--- src/design/cipher_seq_pkg.sv ---
// Package of register offsets, fields and modes shared by both ends of the start sequencer.
package cipher_seq_pkg;
  localparam int unsigned ADDR_W = 8;
  localparam logic [7:0] CTRL_OFS   = 8'h00;
  localparam logic [7:0] MODE_OFS   = 8'h04;
  localparam logic [7:0] IEN_OFS    = 8'h10;
  localparam logic [7:0] IDIS_OFS   = 8'h14;
  localparam logic [7:0] IMASK_OFS  = 8'h18;
  localparam logic [7:0] ISTAT_OFS  = 8'h1C;
  localparam logic [7:0] KEY_OFS    = 8'h20;
  localparam logic [7:0] IN_OFS     = 8'h40;
  localparam logic [7:0] OUT_OFS    = 8'h50;
  localparam logic [7:0] IV_OFS     = 8'h60;
  localparam int unsigned START_BIT = 0;
  localparam int unsigned RESET_BIT = 8;
  localparam int unsigned START_MODE_LSB = 8;
  localparam int unsigned KSIZE_LSB = 10;
  localparam int unsigned CHAIN_MODE_LSB = 12;
  localparam int unsigned CFBS_LSB  = 16;
  localparam int unsigned READY_BIT = 0;
  localparam logic [31:0] MODE_RESET = 32'h0000_0000;
  localparam logic [3:0] PROC_CYCLES = 4'hA;
  typedef enum logic [1:0] {SM_MANUAL = 2'h0, SM_AUTO = 2'h1, SM_DMA = 2'h2} start_mode_t;
  typedef enum logic [2:0] {CM_ECB = 3'h0, CM_CBC = 3'h1, CM_OFB = 3'h2, CM_CFB = 3'h3,
                            CM_CTR = 3'h4} chain_mode_t;
  typedef enum logic [2:0] {FB_128 = 3'h0, FB_64 = 3'h1, FB_32 = 3'h2, FB_16 = 3'h3,
                            FB_8 = 3'h4} cfb_size_t;
  function automatic logic [3:0] required_words(input logic [2:0] op, input logic [2:0] fb);
    if (op != CM_CFB || fb == FB_128) required_words = 4'hF;
    else if (fb == FB_64) required_words = 4'h3;
    else required_words = 4'h1;
  endfunction
endpackage

--- src/design/cipher_bus_if.sv ---
// Register bus joining the software/DMA end to the start sequencer.
`timescale 1ns/1ps
interface cipher_bus_if;
  logic        wr_en;
  logic        rd_en;
  logic [7:0]  addr;
  logic [31:0] wdata;
  logic [31:0] rdata;
  logic        irq;
  logic        dma_req;
  modport device (input wr_en, input rd_en, input addr, input wdata, output rdata, output irq, output dma_req);
  modport host   (output wr_en, output rd_en, output addr, output wdata, input rdata, input irq, input dma_req);
endinterface

--- src/design/cipher_start_sequencer.sv ---
// Device end: mode, key, vector, input and output registers and start sequencing.
`timescale 1ns/1ps
module cipher_start_sequencer (
  input  wire logic   clk,
  input  wire logic   rst_b,
  cipher_bus_if.device bus,
  output logic        busy,
  output logic [1:0]  key_len_sel
);
  typedef enum logic [1:0] {ST_IDLE = 2'h0, ST_RUN = 2'h1, ST_DONE = 2'h2} seq_state_t;
  seq_state_t   state, next_state;
  logic [31:0]  mode, next_mode;
  logic         ien, next_ien;
  logic         ready, next_ready;
  logic [3:0]   written, next_written;
  logic [3:0]   cnt, next_cnt;
  logic [31:0]  in_w [4];
  logic [31:0]  key_w [8];
  logic [31:0]  iv_w [4];
  logic [31:0]  out_w [4];
  logic [31:0]  rdata, next_rdata;
  logic         irq, dma_req, next_dma_req;
  logic [3:0]   need;
  logic         in_wr, out_rd, launch;
  logic [1:0]   widx;

  assign widx   = bus.addr[3:2];
  assign in_wr  = bus.wr_en && bus.addr[7:4] == cipher_seq_pkg::IN_OFS[7:4];
  assign out_rd = bus.rd_en && bus.addr[7:4] == cipher_seq_pkg::OUT_OFS[7:4];
  assign need   = cipher_seq_pkg::required_words(mode[cipher_seq_pkg::CHAIN_MODE_LSB +: 3],
                                                 mode[cipher_seq_pkg::CFBS_LSB +: 3]);

  always_comb begin
    next_mode    = mode;
    next_ien     = ien;
    next_written = written;
    launch       = 1'b0;
    if (bus.wr_en) begin
      if (bus.addr == cipher_seq_pkg::MODE_OFS) begin
        next_mode    = bus.wdata;
        next_written = 4'h0;
      end else if (bus.addr == cipher_seq_pkg::IEN_OFS) begin
        next_ien = ien | bus.wdata[cipher_seq_pkg::READY_BIT];
      end else if (bus.addr == cipher_seq_pkg::IDIS_OFS) begin
        next_ien = ien & ~bus.wdata[cipher_seq_pkg::READY_BIT];
      end else if (in_wr && mode[cipher_seq_pkg::START_MODE_LSB +: 2] == cipher_seq_pkg::SM_DMA) begin
        // Fixed-address feeding always hits word 0, so each write fills the next free slot.
        next_written = written | (written + 4'h1);
      end else if (in_wr) begin
        next_written = written | (4'h1 << widx);
      end
    end
    case (mode[cipher_seq_pkg::START_MODE_LSB +: 2])
      cipher_seq_pkg::SM_MANUAL: launch = bus.wr_en && bus.addr == cipher_seq_pkg::CTRL_OFS &&
                                          bus.wdata[cipher_seq_pkg::START_BIT];
      default: launch = (next_written & need) == need && state == ST_IDLE;
    endcase
    if (launch && state == ST_IDLE) next_written = 4'h0;
  end

  always_comb begin
    next_state   = state;
    next_cnt     = cnt;
    next_ready   = ready;
    next_dma_req = 1'b0;
    case (state)
      ST_IDLE: begin
        if (launch) begin
          next_state = ST_RUN;
          next_cnt   = cipher_seq_pkg::PROC_CYCLES;
        end
      end
      ST_RUN: begin
        next_cnt = cnt - 4'h1;
        if (cnt == 4'h1) next_state = ST_DONE;
      end
      default: next_state = ST_IDLE;
    endcase
    if (out_rd) next_ready = 1'b0;
    if (state == ST_DONE) next_ready = 1'b1;
    if (mode[cipher_seq_pkg::START_MODE_LSB +: 2] == cipher_seq_pkg::SM_DMA && next_state == ST_IDLE &&
        !(state == ST_IDLE && launch)) next_dma_req = 1'b1;
  end

  always_comb begin
    next_rdata = 32'h0000_0000;
    if (bus.addr == cipher_seq_pkg::MODE_OFS) next_rdata = mode;
    else if (bus.addr == cipher_seq_pkg::IMASK_OFS) next_rdata = {31'h0, ien};
    else if (bus.addr == cipher_seq_pkg::ISTAT_OFS) next_rdata = {31'h0, ready};
    else if (bus.addr[7:4] == cipher_seq_pkg::OUT_OFS[7:4]) next_rdata = out_w[widx];
  end

  always_ff @(posedge clk) begin
    if (!rst_b) begin
      state   <= ST_IDLE;
      mode    <= cipher_seq_pkg::MODE_RESET;
      ien     <= 1'b0;
      ready   <= 1'b0;
      written <= 4'h0;
      cnt     <= 4'h0;
      rdata   <= 32'h0000_0000;
      irq     <= 1'b0;
      dma_req <= 1'b0;
      busy    <= 1'b0;
    end else begin
      state   <= next_state;
      mode    <= next_mode;
      ien     <= next_ien;
      ready   <= next_ready;
      written <= next_written;
      cnt     <= next_cnt;
      rdata   <= bus.rd_en ? next_rdata : 32'h0000_0000;
      irq     <= next_ready & next_ien;
      dma_req <= next_dma_req;
      busy    <= next_state == ST_RUN;
    end
  end

  // The datapath is outside this block, so output words simply mirror input xor key xor vector.
  genvar g;
  generate
    for (g = 0; g < 4; g++) begin : g_words
      always_ff @(posedge clk) begin
        if (!rst_b) begin
          in_w[g]  <= 32'h0000_0000;
          iv_w[g]  <= 32'h0000_0000;
          out_w[g] <= 32'h0000_0000;
        end else begin
          if (in_wr && widx == g) in_w[g] <= bus.wdata;
          if (bus.wr_en && bus.addr == cipher_seq_pkg::IV_OFS + 8'(4 * g)) iv_w[g] <= bus.wdata;
          if (state == ST_DONE) out_w[g] <= in_w[g] ^ key_w[g] ^ iv_w[g];
        end
      end
    end
    // key words up to 256 bits
    for (g = 0; g < 8; g++) begin : g_key
      always_ff @(posedge clk) begin
        if (!rst_b) key_w[g] <= 32'h0000_0000;
        else if (bus.wr_en && bus.addr == cipher_seq_pkg::KEY_OFS + 8'(4 * g)) key_w[g] <= bus.wdata;
      end
    end
  endgenerate

  always_ff @(posedge clk) begin
    if (!rst_b) key_len_sel <= 2'h0;
    else key_len_sel <= mode[cipher_seq_pkg::KSIZE_LSB +: 2];
  end

  assign bus.rdata   = rdata;
  assign bus.irq     = irq;
  assign bus.dma_req = dma_req;
endmodule // cipher_start_sequencer

--- src/flat_wrapper.sv ---
// flat-port wrapper written by rule: the top's interface ports become plain ports
module cipher_start_sequencer_flat 
  (clk, rst_b, busy, key_len_sel, bus_wr_en, bus_rd_en, bus_addr, bus_wdata, bus_rdata, bus_irq, bus_dma_req);
  cipher_bus_if bus_i ();
  input  wire logic clk;
  input  wire logic rst_b;
  output logic busy;
  output logic [1:0] key_len_sel;
  input wire logic [$bits(bus_i.wr_en)-1:0] bus_wr_en;
  input wire logic [$bits(bus_i.rd_en)-1:0] bus_rd_en;
  input wire logic [$bits(bus_i.addr)-1:0] bus_addr;
  input wire logic [$bits(bus_i.wdata)-1:0] bus_wdata;
  output wire logic [$bits(bus_i.rdata)-1:0] bus_rdata;
  output wire logic [$bits(bus_i.irq)-1:0] bus_irq;
  output wire logic [$bits(bus_i.dma_req)-1:0] bus_dma_req;
  assign bus_i.wr_en = bus_wr_en;
  assign bus_i.rd_en = bus_rd_en;
  assign bus_i.addr = bus_addr;
  assign bus_i.wdata = bus_wdata;
  assign bus_rdata = bus_i.rdata;
  assign bus_irq = bus_i.irq;
  assign bus_dma_req = bus_i.dma_req;
  cipher_start_sequencer u_core (.clk(clk), .rst_b(rst_b), .bus(bus_i), .busy(busy), .key_len_sel(key_len_sel));
endmodule
--- config.mk ---
export PLATFORM = sky130hd
export DESIGN_NAME = cipher_start_sequencer_flat
export DESIGN_NICKNAME = d
export VERILOG_FILES = /design/src/design/cipher_seq_pkg.sv /design/src/design/cipher_bus_if.sv /design/src/design/cipher_start_sequencer.sv /design/src/flat_wrapper.sv
export SDC_FILE = /design/constraint.sdc
export NUM_CORES = 1
export LEC_CHECK = 0
export ABC_AREA = 1
export BUFFER_PORTS_ARGS = -buffer_cell sky130_fd_sc_hd__buf_2
export CORE_MARGIN = 2
export CORE_UTILIZATION = 66
export DETAILED_ROUTE_END_ITERATION = 6
export GPL_ROUTABILITY_DRIVEN = 0
export PLACE_DENSITY = 0.81
export SLEW_MARGIN = 10
export SYNTH_ARGS = -nofsm -noshare
export SYNTH_HDL_FRONTEND = slang
export SYNTH_SLANG_ARGS = --single-unit
export TNS_END_PERCENT = 50
--- constraint.sdc ---
create_clock -name clk -period 27.5 [get_ports clk]
set_input_delay 2.75 -clock clk [delete_from_list [all_inputs] [get_ports clk]]
set_output_delay 2.75 -clock clk [all_outputs]
set_load 0.01 [all_outputs]
## Word level (Yosys, flattened, before mapping)

Memories as Yosys holds them, arrays and structs flattened.
Cells that the tools add are included.

| word-level totals | value |
|---|---|
| register bits | 81 |
| bits in writable memories | 640 |
| bits of input ports | 44 |
| output and inout bits | 37 |
| word-level logic and storage cells | 220 |
| memories | 4 |

| cells by class | value |
|---|---|
| add/subtract/negate cells | 2 |
| eq/ne operators | 31 |
| shifts and indexed selects | 1 |
| muxes and demuxes | 97 |
| bitwise operators | 36 |
| reductions and logical operators | 38 |

Memory list:

| memory | depth | bits a word | read ports | clocked after Yosys merged registers in | wr ports | line | source |
|---|---|---|---|---|---|---|---|
| u_core.key_w | 8 | 32 | 4 | 0 | 8 | cipher_start_sequencer.sv:18 | `logic [31:0] key_w [8];` |
| u_core.in_w | 4 | 32 | 4 | 0 | 4 | cipher_start_sequencer.sv:17 | `logic [31:0] in_w [4];` |
| u_core.iv_w | 4 | 32 | 4 | 0 | 4 | cipher_start_sequencer.sv:19 | `logic [31:0] iv_w [4];` |
| u_core.out_w | 4 | 32 | 1 | 0 | 4 | cipher_start_sequencer.sv:20 | `logic [31:0] out_w [4];` |

Operators with widths:

| cell | number |
|---|---|
| 2-to-1 mux 32 bit | 24 |
| bitwise XOR 32 bit | 8 |
| == test 8 x 6 -> 1 bit (second input constant) | 8 |
| 2-to-1 mux 1 bit | 60 |
| == test 8 x 5 -> 1 bit (second input constant) | 4 |
| == test 8 x 7 -> 1 bit (second input constant) | 4 |
| 2-to-1 mux 4 bit | 8 |
| logical AND 1 bit | 25 |
| OR 1 bit | 21 |
| == test 2 bit (second input constant) | 4 |
| == test 4 x 3 -> 1 bit (second input constant) | 2 |
| == test 8 x 3 -> 1 bit (second input constant) | 1 |
| logical NOT 2 bit | 4 |
| logical NOT 8 bit | 1 |
| OR 4 bit | 2 |
| one-hot mux 4 bit (2 select lines) | 1 |
| == test 2 x 1 -> 1 bit (second input constant) | 3 |
| 2-to-1 mux 2 bit | 3 |
| AND reduction 2 bit | 3 |
| adder 4 x 1 -> 4 bit (second input constant) | 1 |
| bitwise AND 4 bit | 1 |
| == test 4 x 1 -> 1 bit (second input constant) | 1 |
| == test 4 bit | 1 |
| one-hot mux 2 bit (2 select lines) | 1 |
| other kinds (12) | 14 |

## Logic depth before layout (Yosys ltp)

Gate-level depths: netlist of run 1.

| logic depth | value |
|---|---|
| depth in word-level cells | 18 |
| mapped depth | 15 |
| depth with buffers taken out | 15 |

## Worst setup path after synthesis of run 1

No wires, ideal clock.

| path | value |
|---|---|
| path kind | flip-flop to flip-flop |
| from | register u_core.state[1] |
| to | memory u_core.out_w[0][0], enable pin |
| library setup time | 0.792 ns |
| arrival | 9.337 ns |
| data required time | 26.708 ns |
| path slack | 17.371 ns |
| cell stages (with the launch flop) | 3 |
| path buffers | 0 |
| clock period less this slack | 10.129 ns |
| cell sequence | dfxtp_1 -> inv_1 -> o21ai_0 |

RTL lines:

| what | line | source |
|---|---|---|
| start, declared | cipher_start_sequencer.sv:11 | `seq_state_t state, next_state;` |
| start signal, assigned | cipher_start_sequencer.sv:106 | `state <= next_state;` |
| end, declared | cipher_start_sequencer.sv:20 |  |

## Worst setup path after layout of run 1

| path | value |
|---|---|
| from | input bus_addr[3] |
| to | register u_core.mode[26] |

| on the way | value |
|---|---|
| cells in the longest elaborated chain, start to end | 2 |

RTL lines:

| what | line | source |
|---|---|---|
| start, declared | flat_wrapper.sv:11 | `input wire logic [$bits(bus_i.addr)-1:0] bus_addr;` |
| == test 8 x 3 -> 1 bit | cipher_start_sequencer.sv:39 | `if (bus.addr == cipher_seq_pkg::MODE_OFS) begin` |
| AND reduction 2 bit (no line) | - |  |
| end signal, assigned | cipher_start_sequencer.sv:96 | `mode <= cipher_seq_pkg::MODE_RESET;` |
| end signal, assigned | cipher_start_sequencer.sv:107 | `mode <= next_mode;` |
| end, declared | cipher_start_sequencer.sv:12 | `logic [31:0] mode, next_mode;` |

Every way passes these cells.
A chain may end at the register's enable or synchronous reset.

==> results of run 1 <==
-- power by group through the flow --
| stage | sequential [mW] | clock, mW | combinational [mW] |
|---|---|---|---|
| 6_report | 1.03 | 0.752 | 0.0907 |
| 4_1_cts | 1.03 | 0.755 | 0.0899 |
| 3_3_place_gp | 1.04 | 0 | 0.0845 |
| 5_1_grt | 1.03 | 0.789 | 0.0989 |
| 2_1_floorplan | 1.05 | 0 | 0.0600 |
| 3_5_place_dp | 1.05 | 0 | 0.0887 |
-- final cells by class --
type / count / area [um2]
flip-flops and latches: 593 / 17000
fillers: 2362 / 9570
multi-input cells: 1325 / 6630
clock buffers: 85 / 1630
well taps: 468 / 586
repair buffers: 100 / 551
inverters: 61 / 229
clock inverters: 20 / 150
-- state kept, by name, indices dropped and copies added (netlist names) --
register and flops:
u_core.out_w 128, u_core.cnt 4, u_core.state 2, u_core.busy 1, u_core.ien 1, u_core.key_w 128, u_core.ready 1, u_core.bus.rdata 32
u_core.mode 32, u_core.key_len_sel 2, u_core.iv_w 128, u_core.bus.irq 1, u_core.bus.dma_req 1, u_core.written 4, u_core.in_w 128
-- cells in the final DEF, fill, tap and decap left out, types with 3 or more instances in the layout --
master	n
dfxtp_1	81
a22oi_1	31
nor2_1	532
nor3_1	7
nand3b_1	3
nand3_2	4
buf_2	80
nand3_1	58
nand2_2	14
clkinv_1	6
a21oi_1	68
clkbuf_16	58
buf_4	20
clkbuf_1	19
nor3b_1	128
inv_1	57
clkbuf_8	8
clkinv_2	12
o21ai_4	3
o21ai_0	33
edfxtp_1	512
xor2_1	128
nand2_1	298
-- worst max-delay path: stages --
cell     delay, ns
buf_2         0.14
inv_1         0.11
nand2_1       0.13
inv_2         0.70
nand2_4       0.14
nor2_8        0.48
nand2_2       0.24
inv_2         0.76
o21ai_0       0.23
a21oi_1       0.19
-- through the flow --
stage,util,instance area (um2),std cells,hold WS (ns),power (mW)
5_1_grt,0.737,26800,2652,0.491,1.92
4_1_cts,0.737,26800,2652,0.453,1.87
2_1_floorplan,-,24200,2096,0.417,1.11
3_5_place_dp,0.687,25000,2547,0.445,1.14
3_3_place_gp,0.687,25000,2547,0.435,1.13
6_report,0.737,26800,2652,0.455,1.87
-- worst paths after layout --
check	from	to	slack [ns]	cells past startpoint
setup / recovery	bus_addr[3]	u_core.mode[26]	22.10	10
hold / removal	u_core.mode[10]	u_core.key_len_sel[0]	0.45	2
setup reg to reg	u_core.state[1]	u_core.out_w[0][25]	24.86	4
hold reg to reg	u_core.mode[10]	u_core.key_len_sel[0]	0.45	2
-- kinds of logic (layout without fill, tap and decap cells) --
family / after synthesis / after routing / synth area share
buffers and inverters: 178 / 266 / 0.0284
AO/OA/AOI/OAI: 142 / 142 / 0.0333
flip-flops: 593 / 593 / 0.702
XOR/XNOR: 128 / 128 / 0.0463
adder cells (fa/ha/maj): 2 / 2 / 0.00103
AND/OR/NAND/NOR: 1053 / 1053 / 0.189
-- layer usage --
metal	up-vias	global-route usage	part of all wire
met5	-	0	0.00023
met4	2	0.162	0.047
met3	200	0.0472	0.084
met2	817	0.510	0.50
met1	7560	0.375	0.37
li1	7178	-	-
==> impl_metrics.json, run 1 <==
{
  "status": "complete, no violations",
  "area_growth_pct": 10.6,
  "synthFlopType": "edfxtp_1",
  "setup_ws_ns": 22.10,
  "maxCapViolCount": 0,
  "internal_power_mw": 1.47,
  "synth_nets": 2142,
  "switching_power_uw": 406,
  "grt_antenna_before_repair": 1,
  "pin_count": 81,
  "h-tree-depth": 2,
  "path_class": "in -> reg",
  "clkTransAtPathRegs_ns": 0.06,
  "clkPwrFrac": 0.402,
  "synth_edf_count": 512,
  "yosysUniqueCellTypes": 32,
  "yosys-top-cells-area": "edfxtp_1 63%, nor2_1 8.2%, dfxtp_1 6.7%, nand2_1 4.8%, xor2_1 4.6%",
  "fin_nets": 2184,
  "synth_commonest_cells": "532 x nor2_1, 512 x edfxtp_1, 309 x nand2_1",
  "synth_top_cell_by_area": "edfxtp_1",
  "wl_per_cell_um": 21.3,
  "overflow": 0,
  "ys_seq_area_frac": 0.702,
  "cp-end-kind": "flip-flop",
  "p_leak_nw": 10.1,
  "worstMarginPinSlew_ns": 1.23,
  "drive_gt1_frac": 0.0984,
  "cts_tree": "done",
  "share_comb_of_total_power": 0.048,
  "hold_violations": 0,
  "grt_pass1_wl_um": 86400,
  "die_h_um": 196,
  "p_per_area_mw_per_mm2": 69.9,
  "synth_area_mm2": 0.0242,
  "cts-hold-fix-buffers": 0,
  "vias": 15800,
  "p_sw_frac": 0.217,
  "dieArea_mm2": 0.0382,
  "cts_resized": 0,
  "ant_nets": 0,
  "async_flop_share": 0,
  "cts.sinks": 593,
  "syn_inst": 2096,
  "drtPass1Iterations": 5,
  "startpoint_type": "input pin",
  "clockBufferDepth": 3,
  "numCtsBuffers": 57,
  "cts_root_buffer": "clkbuf_16",
  "n_antenna_cell": 0,
  "setup_viol": 0,
  "dpl_worst_slack_ns": 21.65,
  "min_period_ns": 5.40,
  "synth.most_common_cell": "nor2_1",
  "worstSkewPairLatency_ns": 0.61,
  "setup_tns_ns": 0,
  "io_buffers": 80,
  "viasPerCell": 5.94,
  "drt-total-wl_um": 56500,
  "hpwl_um": 30800,
  "yosysWarnings": 0,
  "min_path_type": "reg -> reg",
  "first_global_vias": 15900,
  "yosysTopAreaCellShare": 0.635,
  "grt_setup_unrepaired": "no",
  "skew_ns": 0.0163,
  "cts_setup_buffers": 0,
  "cp_data_required_time_ns": 28.01,
  "first_iter_violations": 1519,
  "ys_ff_latch": 593,
  "crit_fanout": 62,
  "start_util": 0.666,
  "die_w_um": 196,
  "core-area_mm2": 0.0363,
  "finalCritPeriodShare": 0.196,
  "slew_viol_final": 0,
  "postSynthAreaPerCell_um2": 11.6,
  "slew_headroom": 0.174,
  "p_seq_frac": 0.550,
  "worstPathArrival_ns": 5.91,
  "grt.total_usage": 0.301,
  "vdd_ir_drop_max_v": 0.0000477,
  "fmax_mhz": 185,
  "grt_max_degree": 71,
  "drc_errors": 0,
  "placementRows": 70
}
(Power assumes the default switching activity.)
==> run 2, diff against run 1 <==
--- a/config.mk
+++ b/config.mk
@@ -8,10 +8,10 @@
 export ABC_AREA = 1
 export BUFFER_PORTS_ARGS = -buffer_cell sky130_fd_sc_hd__buf_2
 export CORE_MARGIN = 2
-export CORE_UTILIZATION = 66
+export CORE_UTILIZATION = 56
 export DETAILED_ROUTE_END_ITERATION = 6
 export GPL_ROUTABILITY_DRIVEN = 0
-export PLACE_DENSITY = 0.81
+export PLACE_DENSITY = 0.73
 export SLEW_MARGIN = 10
 export SYNTH_ARGS = -nofsm -noshare
 export SYNTH_HDL_FRONTEND = slang
==> constraint.sdc (replaced) <==
create_clock -name clk -period 4.76 [get_ports clk]
set_input_delay 0.476 -clock clk [delete_from_list [all_inputs] [get_ports clk]]
set_output_delay 0.476 -clock clk [all_outputs]
set_load 0.01 [all_outputs]
==> run 2 against run 1 <==
Net effect: cell count grew 4.5%; worst setup slack lost 20 ns; combinational power grew to 5.7 times the previous value; sequential power grew to 5.8 times the previous value; core utilization decreased by 10 points; highest routed layer is now met4; largest cell class unchanged; non-clock buffer count is 3 lower; die area grew 17%; first-iteration DRC count rose by 7.5%.
==> impl_metrics.json, run 2 (synthesis results as in run 1) <==
{
  "status": "complete, no violations",
  "worstMarginPinSlew_ns": 1.18,
  "placementRows": 76,
  "fin_nets": 2182,
  "finalCritPeriodShare": 0.549,
  "io_buffers": 80,
  "timing.rr.end": "u_core.out_w[2][3]",
  "hold_ws_ns": 0.238,
  "slew_headroom": 0.209,
  "viasPerCell": 5.60,
  "grt_setup_unrepaired": "no",
  "final_cell_mix": "532 x nor2_1, 512 x edfxtp_1, 298 x nand2_1",
  "dieArea_mm2": 0.0449,
  "first_iter_violations": 1633,
  "worstPathArrival_ns": 3.04,
  "drc_errors": 0,
  "cts_setup_buffers": 0,
  "wl_per_cell_um": 20.4,
  "grt_max_degree": 129,
  "skew_ns": 0.0204,
  "p_leak_nw": 10.2,
  "setup_tns_ns": 0,
  "first_global_vias": 15400,
  "crit_fanout": 32,
  "grt_pass1_wl_um": 86300,
  "hp-start": "bus_rd_en",
  "slew_viol_final": 0,
  "reg2regPathDepth": 5,
  "die_w_um": 212,
  "hold_path_end": "u_core.ready",
  "area_growth_pct": 12.2,
  "cts-hold-fix-buffers": 0,
  "numCtsBuffers": 58,
  "p_per_area_mw_per_mm2": 414,
  "drt-total-wl_um": 56400,
  "vias": 15500,
  "maxCapViolCount": 0,
  "drive_gt1_frac": 0.105,
  "start_util": 0.565,
  "layout_commonest_cell": "nor2_1",
  "worstSkewPairLatency_ns": 0.61,
  "h-tree-depth": 2,
  "clockBufferDepth": 3,
  "min_period_ns": 2.61,
  "fin_util": 0.634,
  "pin_count": 81,
  "cts_tree": "done",
  "setup_viol": 0,
  "cts_resized": 0,
  "rr_startpoint": "u_core.state[1]",
  "die_h_um": 212,
  "ant_nets": 0,
  "overflow": 0,
  "hold_violations": 0,
  "cp_data_required_time_ns": 5.19,
  "fmax_mhz": 383,
  "r2r_slack_ns": 2.50,
  "core-area_mm2": 0.0429,
  "path_class": "in -> reg",
  "cts.sinks": 593,
  "vdd_ir_drop_max_v": 0.000309,
  "min_path_type": "in -> reg",
  "cp-end-kind": "flip-flop",
  "startpoint_type": "input pin",
  "grt.total_usage": 0.256,
  "clkTransAtPathRegs_ns": 0.06,
  "grt_antenna_before_repair": 1,
  "cts_root_buffer": "clkbuf_16",
  "hold_depth": 4,
  "hpwl_um": 31600,
  "drtPass1Iterations": 6
}
run 2: routing by layer:
metal  routed length, um  GRT usage  vias up
li1                    -          -     7180
met1               22800      0.333     7621
met2               27800      0.434      602
met3                4050     0.0415      124
met4                1790     0.0974        0
met5                   0          0        -
run 2: where the power goes:
part	switching [mW]	leakage, nW	internal [mW]
registers	0.0958	5.62	5.85
logic	0.371	3.56	0.148
clock network	1.93	0.994	2.86
total	2.40	10.2	8.86
run 2: worst max-delay path by stage:
stage                         start            endpoint  slack, ns  cells after the start
floorplan           u_core.state[1]  u_core.out_w[0][0]       0.56                      2
global placement        bus_addr[1]   u_core.iv_w[0][3]       1.69                      6
detailed placement      bus_addr[1]  u_core.iv_w[0][31]       1.55                      6
CTS                     bus_addr[1]  u_core.iv_w[0][31]       2.20                      6
global route            bus_addr[1]   u_core.iv_w[0][9]       1.86                      6
finish                  bus_addr[1]  u_core.iv_w[0][25]       2.15                      6
run 2: cell type report:
cell class | instances | area (um2)
flip-flops and latches | 593 | 17000
fillers | 3141 | 15700
multi-input cells | 1325 | 6670
clock buffers | 86 | 1710
well taps | 585 | 732
repair buffers | 97 | 541
clock inverters | 24 | 295
inverters | 61 | 229
diodes | 1 | 2.50
run 2: worst max-delay path, stage by stage:
cell	delay, ns
buf_2	0.10
nor2_1	0.32
inv_1	0.14
nor3_1	0.65
nand3_2	0.99
nor2_1	0.35
run 2: per-stage QoR:
step	total power [mW]	instances	setup slack, ns	instance area, um2
after floorplan	6.38	2096	0.558	24200
after global placement	6.54	2661	1.69	25200
after detailed placement	6.57	2661	1.55	25200
after CTS	11.3	2771	2.20	27200
after global routing	11.6	2771	1.86	27200
final	11.3	2772	2.15	27200
